File: config.mk
export PLATFORM = sky130hd
export DESIGN_NAME = paop_capture_flat
export DESIGN_NICKNAME = d
export VERILOG_FILES = /design/src/paop_pkg.sv /design/src/paop_if.sv /design/src/paop_capture.sv /design/src/flat_wrapper.sv
export SDC_FILE = /design/constraint.sdc
export NUM_CORES = 1
export LEC_CHECK = 0
export ABC_AREA = 1
export BUFFER_PORTS_ARGS = -buffer_cell sky130_fd_sc_hd__buf_2
export CAP_MARGIN = 25
export CORE_UTILIZATION = 47
export CTS_CLUSTER_DIAMETER = 40
export DETAILED_ROUTE_END_ITERATION = 12
export PLACE_DENSITY = 0.61
export SLEW_MARGIN = 40
export SYNTH_ARGS = -nofsm -noshare
export SYNTH_HDL_FRONTEND = slang
export SYNTH_SLANG_ARGS = --single-unit
File: constraint.sdc
create_clock -name sys_clk -period 7.2 [get_ports sys_clk]
set_clock_uncertainty 0.1 [all_clocks]
set_input_delay 1.44 -clock sys_clk [delete_from_list [all_inputs] [get_ports sys_clk]]
set_output_delay 1.44 -clock sys_clk [all_outputs]
set_load 0.01 [all_outputs]
File: src/paop_pkg.sv
// Shared constants for the converter output port and its capture logic
package paop_pkg;
   // Data word
   localparam int PAOP_BITS = 10;
   localparam int PAOP_STAGES = 9;
   localparam int PAOP_LATENCY = 5;
   localparam logic [9:0] PAOP_MID_CODE = 10'h200;
   localparam logic [9:0] PAOP_MAX_CODE = 10'h3ff;
   // Residue arithmetic, full scale is +/- RES_HALF
   localparam int PAOP_RES_W = 11;
   localparam int PAOP_ACC_W = 12;
   localparam int PAOP_RES_HALF = 512;
   localparam int PAOP_RES_QTR = 128;
   localparam int PAOP_LAST_SHIFT = 8;
   // Analog input in millivolts
   localparam int PAOP_MV_W = 12;
   localparam int PAOP_SPAN_2V_MV = 2000;
   localparam int PAOP_SPAN_1V_MV = 1000;
   localparam int PAOP_CODES = 1024;
   // Capture side
   localparam int PAOP_DISCARD = 5;
   localparam int PAOP_FIFO_DEPTH = 32;
   localparam int PAOP_LVL_W = 6;
   localparam logic [7:0] PAOP_HALF_DIV_RST = 8'h02;
   // Register offsets
   localparam logic [7:0] PAOP_REG_CTRL = 8'h00;
   localparam logic [7:0] PAOP_REG_STAT = 8'h04;
   localparam logic [7:0] PAOP_REG_DATA = 8'h08;
   localparam logic [7:0] PAOP_REG_DIV = 8'h0c;
   // Control fields
   localparam int PAOP_CTRL_W = 7;
   localparam int PAOP_C_RUN = 0;
   localparam int PAOP_C_PD = 1;
   localparam int PAOP_C_RANGE = 2;
   localparam int PAOP_C_REFEXT = 3;
   localparam int PAOP_C_OUTEN = 4;
   localparam int PAOP_C_TWOS = 5;
   localparam int PAOP_C_FLOAT = 6;
   localparam logic [6:0] PAOP_CTRL_RST = 7'h14;
   // Status fields
   localparam int PAOP_S_EMPTY = 0;
   localparam int PAOP_S_FULL = 1;
   localparam int PAOP_S_PRIMING = 2;
   localparam int PAOP_S_LVL = 8;
   localparam int PAOP_D_VALID = 31;
endpackage : paop_pkg

File: src/paop_if.sv
// Pin-level link between converter and capture logic, with pin pulls
interface paop_if;
   import paop_pkg::*;
   logic conv_clk;
   logic power_down_request;
   logic range_select_drv;
   logic range_select_oe;
   logic reference_source_select_drv;
   logic reference_source_select_oe;
   logic output_drive_enable_n_drv;
   logic output_drive_enable_n_oe;
   logic [PAOP_BITS-1:0] sample_word;
   logic sample_word_oe;
   // Levels seen on the wires
   logic range_select;
   logic reference_source_select;
   logic output_drive_enable_n;
   // Weak pull-ups on the static selects
   assign range_select = range_select_oe ? range_select_drv : 1'b1;
   assign reference_source_select =
      reference_source_select_oe ? reference_source_select_drv : 1'b1;
   // Weak pull-down on the output enable
   assign output_drive_enable_n =
      output_drive_enable_n_oe ? output_drive_enable_n_drv : 1'b0;
   modport dev (
      input conv_clk,
      input power_down_request,
      input range_select,
      input reference_source_select,
      input output_drive_enable_n,
      output sample_word,
      output sample_word_oe
   );
   modport cap (
      output conv_clk,
      output power_down_request,
      output range_select_drv,
      output range_select_oe,
      output reference_source_select_drv,
      output reference_source_select_oe,
      output output_drive_enable_n_drv,
      output output_drive_enable_n_oe,
      input sample_word,
      input sample_word_oe
   );
endinterface : paop_if

File: src/paop_capture.sv
// Capture end: convert clock, control pins, word capture, FIFO, APB registers
module paop_fifo #(
   parameter int W = 10,
   parameter int DEPTH = 32,
   parameter int LW = 6
) (
   // Clock and reset
   input wire logic sys_clk,
   input wire logic arst_n,
   // Fill side
   input wire logic in_valid,
   output logic in_ready,
   input wire logic [W-1:0] in_data,
   // Drain side
   output logic out_valid,
   input wire logic out_ready,
   output logic [W-1:0] out_data,
   output logic [LW-1:0] level
);
   localparam int AW = $clog2(DEPTH);
   logic [W-1:0] mem_q [DEPTH];
   logic [AW:0] wr_q;
   logic [AW:0] rd_q;

   assign level = LW'(wr_q - rd_q);
   assign in_ready = (level != LW'(DEPTH));
   assign out_valid = (wr_q != rd_q);
   assign out_data = mem_q[rd_q[AW-1:0]];

   always_ff @(posedge sys_clk)
   begin
      if (in_valid && in_ready)
         mem_q[wr_q[AW-1:0]] <= in_data;
   end

   always_ff @(posedge sys_clk or negedge arst_n)
   begin
      if (!arst_n)
      begin
         wr_q <= '0;
         rd_q <= '0;
      end
      else
      begin
         if (in_valid && in_ready)
            wr_q <= wr_q + 1'b1;
         if (out_valid && out_ready)
            rd_q <= rd_q + 1'b1;
      end
   end
endmodule : paop_fifo

module paop_capture
   import paop_pkg::*;
(
   // Clock and reset
   input wire logic sys_clk,
   input wire logic arst_n,
   // Converter pins
   paop_if.cap link,
   // APB slave
   input wire logic [7:0] paddr,
   input wire logic psel,
   input wire logic penable,
   input wire logic pwrite,
   input wire logic [31:0] pwdata,
   output logic [31:0] prdata,
   output logic pready,
   output logic pslverr
);
   logic [PAOP_CTRL_W-1:0] ctrl_q;
   logic [7:0] div_q;
   logic [7:0] cnt_q;
   logic conv_q;
   logic tick;
   logic cap_rise;
   logic [2:0] disc_q;
   logic push;
   logic in_ready;
   logic out_valid;
   logic pop;
   logic [PAOP_BITS-1:0] out_data;
   logic [PAOP_BITS-1:0] word;
   logic [PAOP_LVL_W-1:0] level;
   logic [31:0] rdata_q;
   logic wr_acc;

   // Divided convert clock; a full FIFO stalls it
   assign tick = ctrl_q[PAOP_C_RUN] & in_ready & (cnt_q >= div_q - 8'h01);
   assign cap_rise = tick & ~conv_q;

   always_ff @(posedge sys_clk or negedge arst_n)
   begin
      if (!arst_n)
      begin
         cnt_q <= 8'h00;
         conv_q <= 1'b0;
      end
      else if (!ctrl_q[PAOP_C_RUN])
         cnt_q <= 8'h00;
      else if (tick)
      begin
         cnt_q <= 8'h00;
         conv_q <= ~conv_q;
      end
      else if (in_ready)
         cnt_q <= cnt_q + 8'h01;
   end

   // Drop the first five words latched after start or wake
   always_ff @(posedge sys_clk or negedge arst_n)
   begin
      if (!arst_n)
         disc_q <= 3'(PAOP_DISCARD);
      else if (!ctrl_q[PAOP_C_RUN] || ctrl_q[PAOP_C_PD])
         disc_q <= 3'(PAOP_DISCARD);
      else if (cap_rise && disc_q != 3'h0)
         disc_q <= disc_q - 3'h1;
   end

   // Word held since the previous rise is latched at this rise
   assign push = cap_rise & (disc_q == 3'h0) & link.sample_word_oe;
   assign word = ctrl_q[PAOP_C_TWOS] ? (link.sample_word ^ PAOP_MID_CODE)
                                     : link.sample_word;

   paop_fifo #(.W(PAOP_BITS), .DEPTH(PAOP_FIFO_DEPTH), .LW(PAOP_LVL_W)) paop_fifo_inst (
      .sys_clk(sys_clk),
      .arst_n(arst_n),
      .in_valid(push),
      .in_ready(in_ready),
      .in_data(word),
      .out_valid(out_valid),
      .out_ready(pop),
      .out_data(out_data),
      .level(level)
   );

   // Pins; float leaves every pulled pin undriven
   assign link.conv_clk = conv_q;
   assign link.power_down_request = ctrl_q[PAOP_C_PD];
   assign link.range_select_drv = ctrl_q[PAOP_C_RANGE];
   assign link.range_select_oe = ~ctrl_q[PAOP_C_FLOAT];
   assign link.reference_source_select_drv = ctrl_q[PAOP_C_REFEXT];
   assign link.reference_source_select_oe = ~ctrl_q[PAOP_C_FLOAT];
   assign link.output_drive_enable_n_drv = ~ctrl_q[PAOP_C_OUTEN];
   assign link.output_drive_enable_n_oe = ~ctrl_q[PAOP_C_FLOAT];

   // APB, zero wait, data registered in the setup cycle
   assign pready = 1'b1;
   assign pslverr = psel & penable & (paddr != PAOP_REG_CTRL) & (paddr != PAOP_REG_STAT)
                  & (paddr != PAOP_REG_DATA) & (paddr != PAOP_REG_DIV);
   assign prdata = rdata_q;
   assign wr_acc = psel & penable & pwrite;
   // Pop only the word whose valid bit the setup cycle returned
   assign pop = psel & penable & ~pwrite & (paddr == PAOP_REG_DATA) & rdata_q[PAOP_D_VALID];

   always_ff @(posedge sys_clk or negedge arst_n)
   begin
      if (!arst_n)
      begin
         ctrl_q <= PAOP_CTRL_RST;
         div_q <= PAOP_HALF_DIV_RST;
      end
      else if (wr_acc && paddr == PAOP_REG_CTRL)
         ctrl_q <= pwdata[PAOP_CTRL_W-1:0];
      else if (wr_acc && paddr == PAOP_REG_DIV)
         div_q <= (pwdata[7:0] == 8'h00) ? 8'h01 : pwdata[7:0];
   end

   always_ff @(posedge sys_clk or negedge arst_n)
   begin
      if (!arst_n)
         rdata_q <= 32'h0;
      else if (psel && !penable && !pwrite)
      begin
         rdata_q <= 32'h0;
         case (paddr)
            PAOP_REG_CTRL: rdata_q[PAOP_CTRL_W-1:0] <= ctrl_q;
            PAOP_REG_DIV: rdata_q[7:0] <= div_q;
            PAOP_REG_STAT:
            begin
               rdata_q[PAOP_S_EMPTY] <= ~out_valid;
               rdata_q[PAOP_S_FULL] <= ~in_ready;
               rdata_q[PAOP_S_PRIMING] <= (disc_q != 3'h0);
               rdata_q[PAOP_S_LVL +: PAOP_LVL_W] <= level;
            end
            PAOP_REG_DATA:
            begin
               rdata_q[PAOP_D_VALID] <= out_valid;
               rdata_q[PAOP_BITS-1:0] <= out_data;
            end
            default: rdata_q <= 32'h0;
         endcase
      end
   end
endmodule : paop_capture

File: src/flat_wrapper.sv
// flat-port wrapper written by rule: the top's interface ports become plain ports
module paop_capture_flat import paop_pkg::*;
  (sys_clk, arst_n, paddr, psel, penable, pwrite, pwdata, prdata, pready, pslverr, link_conv_clk, link_power_down_request, link_range_select_drv, link_range_select_oe, link_reference_source_select_drv, link_reference_source_select_oe, link_output_drive_enable_n_drv, link_output_drive_enable_n_oe, link_sample_word, link_sample_word_oe);
  paop_if link_i ();
  input wire logic sys_clk;
  input wire logic arst_n;
  input wire logic [7:0] paddr;
  input wire logic psel;
  input wire logic penable;
  input wire logic pwrite;
  input wire logic [31:0] pwdata;
  output logic [31:0] prdata;
  output logic pready;
  output logic pslverr;
  output wire logic [$bits(link_i.conv_clk)-1:0] link_conv_clk;
  output wire logic [$bits(link_i.power_down_request)-1:0] link_power_down_request;
  output wire logic [$bits(link_i.range_select_drv)-1:0] link_range_select_drv;
  output wire logic [$bits(link_i.range_select_oe)-1:0] link_range_select_oe;
  output wire logic [$bits(link_i.reference_source_select_drv)-1:0] link_reference_source_select_drv;
  output wire logic [$bits(link_i.reference_source_select_oe)-1:0] link_reference_source_select_oe;
  output wire logic [$bits(link_i.output_drive_enable_n_drv)-1:0] link_output_drive_enable_n_drv;
  output wire logic [$bits(link_i.output_drive_enable_n_oe)-1:0] link_output_drive_enable_n_oe;
  input wire logic [$bits(link_i.sample_word)-1:0] link_sample_word;
  input wire logic [$bits(link_i.sample_word_oe)-1:0] link_sample_word_oe;
  assign link_conv_clk = link_i.conv_clk;
  assign link_power_down_request = link_i.power_down_request;
  assign link_range_select_drv = link_i.range_select_drv;
  assign link_range_select_oe = link_i.range_select_oe;
  assign link_reference_source_select_drv = link_i.reference_source_select_drv;
  assign link_reference_source_select_oe = link_i.reference_source_select_oe;
  assign link_output_drive_enable_n_drv = link_i.output_drive_enable_n_drv;
  assign link_output_drive_enable_n_oe = link_i.output_drive_enable_n_oe;
  assign link_i.sample_word = link_sample_word;
  assign link_i.sample_word_oe = link_sample_word_oe;
  paop_capture u_core (.sys_clk(sys_clk), .arst_n(arst_n), .link(link_i), .paddr(paddr), .psel(psel), .penable(penable), .pwrite(pwrite), .pwdata(pwdata), .prdata(prdata), .pready(pready), .pslverr(pslverr));
endmodule
==> results.json, run 1 <==
{
  "dp_hpwl_um": 23910,
  "arrival_ps": 2940,
  "yosysSeqAreaShare": 0.6685,
  "tightest_slew_ps": 837.0,
  "vias": 11299,
  "syn_inst": 1525,
  "finalHoldViolations": 0,
  "p_sw_w": 0.001341,
  "place_ws_ps": 2755,
  "cts_buffers": 55,
  "h-tree-depth": 2,
  "crit_path_end_kind": "primary output",
  "grt_max_degree": 91,
  "whs_ps": 372.9,
  "drcViolationCount": 0,
  "p_seq_frac": 0.443,
  "cts.path.max_buffers": 3,
  "drt_iter0_markers": 1095,
  "crit_fanout": 7,
  "viasPerCell": 5.445,
  "final_common_cell": "nand2_1",
  "cts_resized": 0,
  "syn_area_um2": 16400,
  "grt_setup_unrepaired": "false",
  "clkTransAtPathRegs_ps": 50,
  "hold_start": "u_core.prdata[4]",
  "core_um2": 34460,
  "numClockSinks": 374,
  "gr-total-overflow": 0,
  "cts_tree": "yes",
  "crit_required_ps": 5660,
  "die_w_um": 188.8,
  "power_frac_comb": 0.079,
  "hp-class": "reg -> reg",
  "synth_edf_count": 320,
  "numPortBuffers": 55,
  "synth_top_area_share": 0.5858,
  "synth.area.top_cells": "edfxtp_1 (59%), nand2_1 (9.2%), dfrtp_1 (7.5%)",
  "finalCriticalPeriod_ps": 4485,
  "dieArea_um2": 35650,
  "synth_warnings": 0,
  "grt_usage": 0.2357,
  "switching_share": 0.2423,
  "ys_async_sr_fraction": 0.1444,
  "finalWeightedCongestion": 0.8954,
  "layoutNonFillerInstCount": 2075,
  "antenna_found_initial": 0,
  "firstDrtPassIters": 5,
  "synth_top_area_cell": "edfxtp_1",
  "initial_utilization": 0.4761,
  "cts_setup_buffers": 0,
  "dpl.cell_count": 1971,
  "grt_pass1_wl_um": 63430,
  "p_leak_nw": 7.217,
  "finalWirelength_um": 41090,
  "cts_hold_buf": 0,
  "max_freq_ghz": 0.2230,
  "crit_path_start_kind": "primary input",
  "pwr-share-clk": 0.478,
  "p_per_area_nw_per_um2": 293.0,
  "syn_avg_cell_area_um2": 10.76,
  "fin_setup_tns_ps": 0,
  "area_growth_pct": 15.11,
  "crit_type": "in -> out",
  "reg2reg_from": "u_core.paop_fifo_inst.rd_q[1]",
  "setup_viol": 0,
  "cts_root_buffer": "clkbuf_16",
  "drv_cap": 0,
  "utilization": 0.5480,
  "drv_slew": 0,
  "slew-limit-headroom": 0.4420,
  "critPathLaunch": "paddr[1]",
  "ys_seq_elements": 374,
  "die_y_um": 188.8,
  "synth_cell_types": 39,
  "finalCritPeriodShare": 0.6229,
  "ir_drop_mv": 0.2057,
  "setup_slack_ps": 2715,
  "rrSetupSlack_ps": 2880,
  "drive_gt1_frac": 0.1266,
  "wl_per_cell_um": 19.80,
  "grt_pass1_vias": 10803,
  "clock_latency_ps": 590,
  "ys.flop_type": "edfxtp_1",
  "num_rows": 68,
  "pin_count": 98,
  "status": "completed",
  "nets": 1652,
  "intPower_w": 0.004193,
  "layout_common_cells": "nand2_1 (402), edfxtp_1 (320), nand3_1 (178), nor2_1 (121), o21ai_0 (99)",
  "ant_nets": 0
}
## per-stage QoR
stage                     area, um^2  power (W)
after floorplan                16460   0.002777
after global placement         16950   0.002903
after detailed placement       17040   0.002928
after CTS                      18880   0.005566
after global routing           18880   0.005727
final                          18880   0.005533
## area by class of cell
class	count	area [um^2]
diodes	1	2.502
clock buffers	68	1446
clock inverters	35	389.1
fillers	2941	15570
inverters	79	301.5
multi-input cells	995	4822
flip-flops and latches	374	10970
well taps	455	569.3
repair buffers	68	380.4
## layer usage
layer / global-route usage / up-vias / routed length [um]
li1: - / 5340 / -
met2: 0.3606 / 394 / 18670
met1: 0.3382 / 5483 / 18660
met3: 0.03278 / 82 / 2447
met5: 0 / - / 0
met4: 0.09864 / 0 / 1318
## kinds of logic (layout without fill, tap and decap cells)
| kind of cell | Yosys count | after routing | synth area share |
|---|---|---|---|
| DFF | 374 | 374 | 0.6685 |
| other | 2 | 19 | 0.0004578 |
| buffers and inverters | 172 | 250 | 0.04706 |
| adders and majority gates | 23 | 23 | 0.01800 |
| muxes | 1 | 1 | 0.0006864 |
| xor gates and xnor gates | 19 | 19 | 0.01014 |
| AOI/OAI and AO/OA | 180 | 180 | 0.06369 |
| and+or+nand+nor | 754 | 754 | 0.1914 |
## state kept, by name (all words and copies together) (netlist names), 3 cells and up
register / flops
u_core.cnt_q: 8
u_core.ctrl_q: 7
u_core.disc_q: 3
u_core.div_q: 8
u_core.paop_fifo_inst.mem_q: 320
u_core.paop_fifo_inst.rd_q: 6
u_core.paop_fifo_inst.wr_q: 6
u_core.prdata: 15
## power groups by stage
stage	Sequential (W)	Clock, W	Combinational, W
6_report	0.00245	0.00264	0.000437
5_1_grt	0.00246	0.00277	0.000497
4_1_cts	0.00245	0.00268	0.000437
3_5_place_dp	0.00249	0	0.000435
3_3_place_gp	0.00249	0	0.000411
2_1_floorplan	0.00248	0	0.000294
## critical path, cell delays in order
cell	delay, ps
buf_2	100
nor2_1	280
nand3_1	110
nor2_1	410
inv_1	160
nand3_1	150
nor2_1	60
nand2_1	70
inv_1	40
buf_2	130
## worst paths after layout
check,endpoint,cells after the start
setup / recovery,pslverr,10
hold / removal,u_core.prdata[4],2
setup reg to reg,u_core.paop_fifo_inst.mem_q[10][5],14
hold reg to reg,u_core.prdata[4],2
max in group asynchronous,u_core.paop_fifo_inst.rd_q[0],2
min in group asynchronous,u_core.prdata[5],2
## cells in the mapped netlist (2+ instances only)
cell and instances:
xor2_1 17, ha_1 22, nand3_1 178, a22o_1 5, buf_1 2, dfrtp_1 49
conb_1 2, nand4_1 7, nand3b_1 2, nor2_1 153, o21bai_1 3, o221ai_1 7
inv_2 2, inv_1 77, edfxtp_1 320, nand2_1 402, o21ai_0 99, a21oi_1 27
o22ai_1 5, xnor2_1 2, buf_4 26, nor3_1 2, dfstp_2 5, buf_2 23
o211ai_1 33, clkbuf_1 42
Power figures use the tool's default switching activity.
==> run 2: changes to the inputs <==
==> constraint.sdc (replaced) <==
create_clock -name sys_clk -period 4.17 [get_ports sys_clk]
set_clock_uncertainty 0.1 [all_clocks]
set_input_delay 0.834 -clock sys_clk [delete_from_list [all_inputs] [get_ports sys_clk]]
set_output_delay 0.834 -clock sys_clk [all_outputs]
set_load 0.01 [all_outputs]
==> results.json, run 2 (synthesis results as in run 1) <==
{
  "tightest_slew_ps": 805.5,
  "gr-total-overflow": 0,
  "diodes": 0,
  "finalCriticalPeriod_ps": 3691,
  "cpPeakStageDelay_ps": 590,
  "final_common_cell": "nand2_1",
  "clkTransAtPathRegs_ps": 50,
  "rrSetupSlack_ps": 480,
  "finalWirelength_um": 40800,
  "crit_path_end_kind": "register",
  "cts_root_buffer": "clkbuf_16",
  "initial_utilization": 0.4761,
  "ir_drop_mv": 0.4820,
  "finalWeightedCongestion": 0.8519,
  "numClockSinks": 374,
  "area_growth_pct": 16.35,
  "status": "completed",
  "arrival_ps": 3870,
  "wl_per_cell_um": 19.41,
  "clock_latency_ps": 600,
  "fin_setup_tns_ps": 0,
  "pin_count": 98,
  "dieArea_um2": 35650,
  "p_leak_nw": 7.417,
  "grt_max_degree": 165,
  "h-tree-depth": 2,
  "setup_viol": 0,
  "numPortBuffers": 55,
  "num_rows": 68,
  "wl_met1_um": 18490,
  "viasPerCell": 5.381,
  "fill_cells": 2942,
  "ant_nets": 0,
  "cts_resized": 0,
  "antenna_found_initial": 0,
  "cts_setup_buffers": 0,
  "die_w_um": 188.8,
  "grt_setup_unrepaired": "false",
  "finalHoldViolations": 0,
  "r2r_end": "u_core.paop_fifo_inst.mem_q[8][0]",
  "drv_cap": 0,
  "multi_input_area_um2": 4733,
  "crit_type": "reg -> reg",
  "largest_reg_flops": 320,
  "cpMostUsedCell": "nand2_1",
  "maxUsedRoutingLayer": "met4",
  "dp_hpwl_um": 24010,
  "finalCritPeriodShare": 0.8851,
  "crit_path_start_kind": "register",
  "cts_tree": "yes",
  "p_per_area_nw_per_um2": 502.4,
  "layout_common_cells": "nand2_1 (402), edfxtp_1 (320), nand3_1 (178), nor2_1 (153), o21ai_0 (99)",
  "cts.path.max_buffers": 3,
  "wl_met3_um": 2280,
  "worstPathCellList": "inv_2 > fa_1 > inv_1 > nand2_1 > nand2_1 > nor2_1 > nand3_1 > nor2_2 > nand2_4 > nand4_4 > nor2_4 > nand2_1 > nor2_1 > buf_4",
  "drcViolationCount": 0,
  "max_freq_ghz": 0.2709,
  "grt_pass1_wl_um": 63300,
  "die_y_um": 188.8,
  "drt_iter0_markers": 883,
  "hp-class": "in -> async",
  "vias": 11310,
  "drv_slew": 0,
  "drive_gt1_frac": 0.1239,
  "crit_required_ps": 4350,
  "wl_met2_um": 18680,
  "cts_buffers": 51,
  "cts_hold_buf": 0,
  "nets": 1685,
  "crit_slowest_cell": "dfrtp_2",
  "regArea_um2": 10970,
  "crit_fanout": 21,
  "core_um2": 34460,
  "firstDrtPassIters": 5,
  "r2r_cells": 14,
  "utilization": 0.5539,
  "grt_usage": 0.2354,
  "reg2reg_from": "u_core.paop_fifo_inst.rd_q[1]",
  "slew-limit-headroom": 0.4630,
  "grt_pass1_vias": 10974
}
[run 2: cell count changes in the layout (fill, tap and decap cells not counted), moves of 2 or more]
| cell | change |
|---|---|
| buf_4 | +36 |
| buf_12 | +2 |
| nor2_1 | +32 |
| clkinv_4 | -2 |
| bufinv_16 | +5 |
| clkbuf_16 | -4 |
| clkinv_1 | -4 |
| nor2_2 | -32 |
| inv_6 | -7 |
[run 2: worst max path at each step]
stage / cells past startpoint / endpoint / slack, ps / from
2_1_floorplan: 16 / u_core.paop_fifo_inst.mem_q[31][0] / 960 / u_core.paop_fifo_inst.rd_q[3]
3_3_place_gp: 14 / u_core.paop_fifo_inst.mem_q[9][1] / 550 / u_core.paop_fifo_inst.rd_q[1]
3_5_place_dp: 14 / u_core.paop_fifo_inst.mem_q[8][9] / 500 / u_core.paop_fifo_inst.rd_q[1]
4_1_cts: 14 / u_core.paop_fifo_inst.mem_q[8][0] / 480 / u_core.paop_fifo_inst.rd_q[1]
5_1_grt: 15 / u_core.paop_fifo_inst.mem_q[25][8] / 220 / u_core.div_q[1]
6_report: 14 / u_core.paop_fifo_inst.mem_q[8][0] / 480 / u_core.paop_fifo_inst.rd_q[1]
[run 2: worst max-delay path, delay by kind of cell, from the launching register on]
family        cells  cell delay (ps)
buf+inv           3              610
flops             1              590
simple gates     10             1530
fa+ha+maj         1              530
[run 2: cell type report]
cell class / instances / area share
Sequential cell: 374 / 0.5748
Multi-Input combinational cell: 995 / 0.2480
Clock buffer: 65 / 0.07073
Timing Repair Buffer: 105 / 0.03559
Tap cell: 455 / 0.02983
Clock inverter: 29 / 0.02537
Inverter: 79 / 0.01567
[run 2: where the power goes]
| part | leakage, nW | internal [W] | total [W] | switching, W |
|---|---|---|---|---|
| logic | 2.97 | 0.000222 | 0.000731 | 0.000509 |
| clock network | 0.870 | 0.00299 | 0.00462 | 0.00163 |
| registers | 3.58 | 0.00416 | 0.00424 | 0.0000759 |
| total | 7.42 | 0.00737 | 0.00959 | 0.00222 |
[run 2: through the flow]
stage	area, um^2	setup slack, ps	hold slack (ps)	power, W	std cells
floorplan	16460	960.4	353.0	0.004795	1541
global placement	17250	554.4	359.8	0.005021	2008
detailed placement	17250	495.6	366.6	0.005035	2008
CTS	19090	477.0	150.7	0.009666	2102
global route	19090	222.4	194.1	0.009914	2102
finish	19090	479.1	162.5	0.009590	2102
[run 2: routing by layer]
| layer | track usage | up-vias |
|---|---|---|
| met3 | 0.03297 | 77 |
| met2 | 0.3671 | 357 |
| met1 | 0.3313 | 5481 |
| li1 | - | 5395 |
| met5 | 0 | - |
| met4 | 0.09895 | 0 |
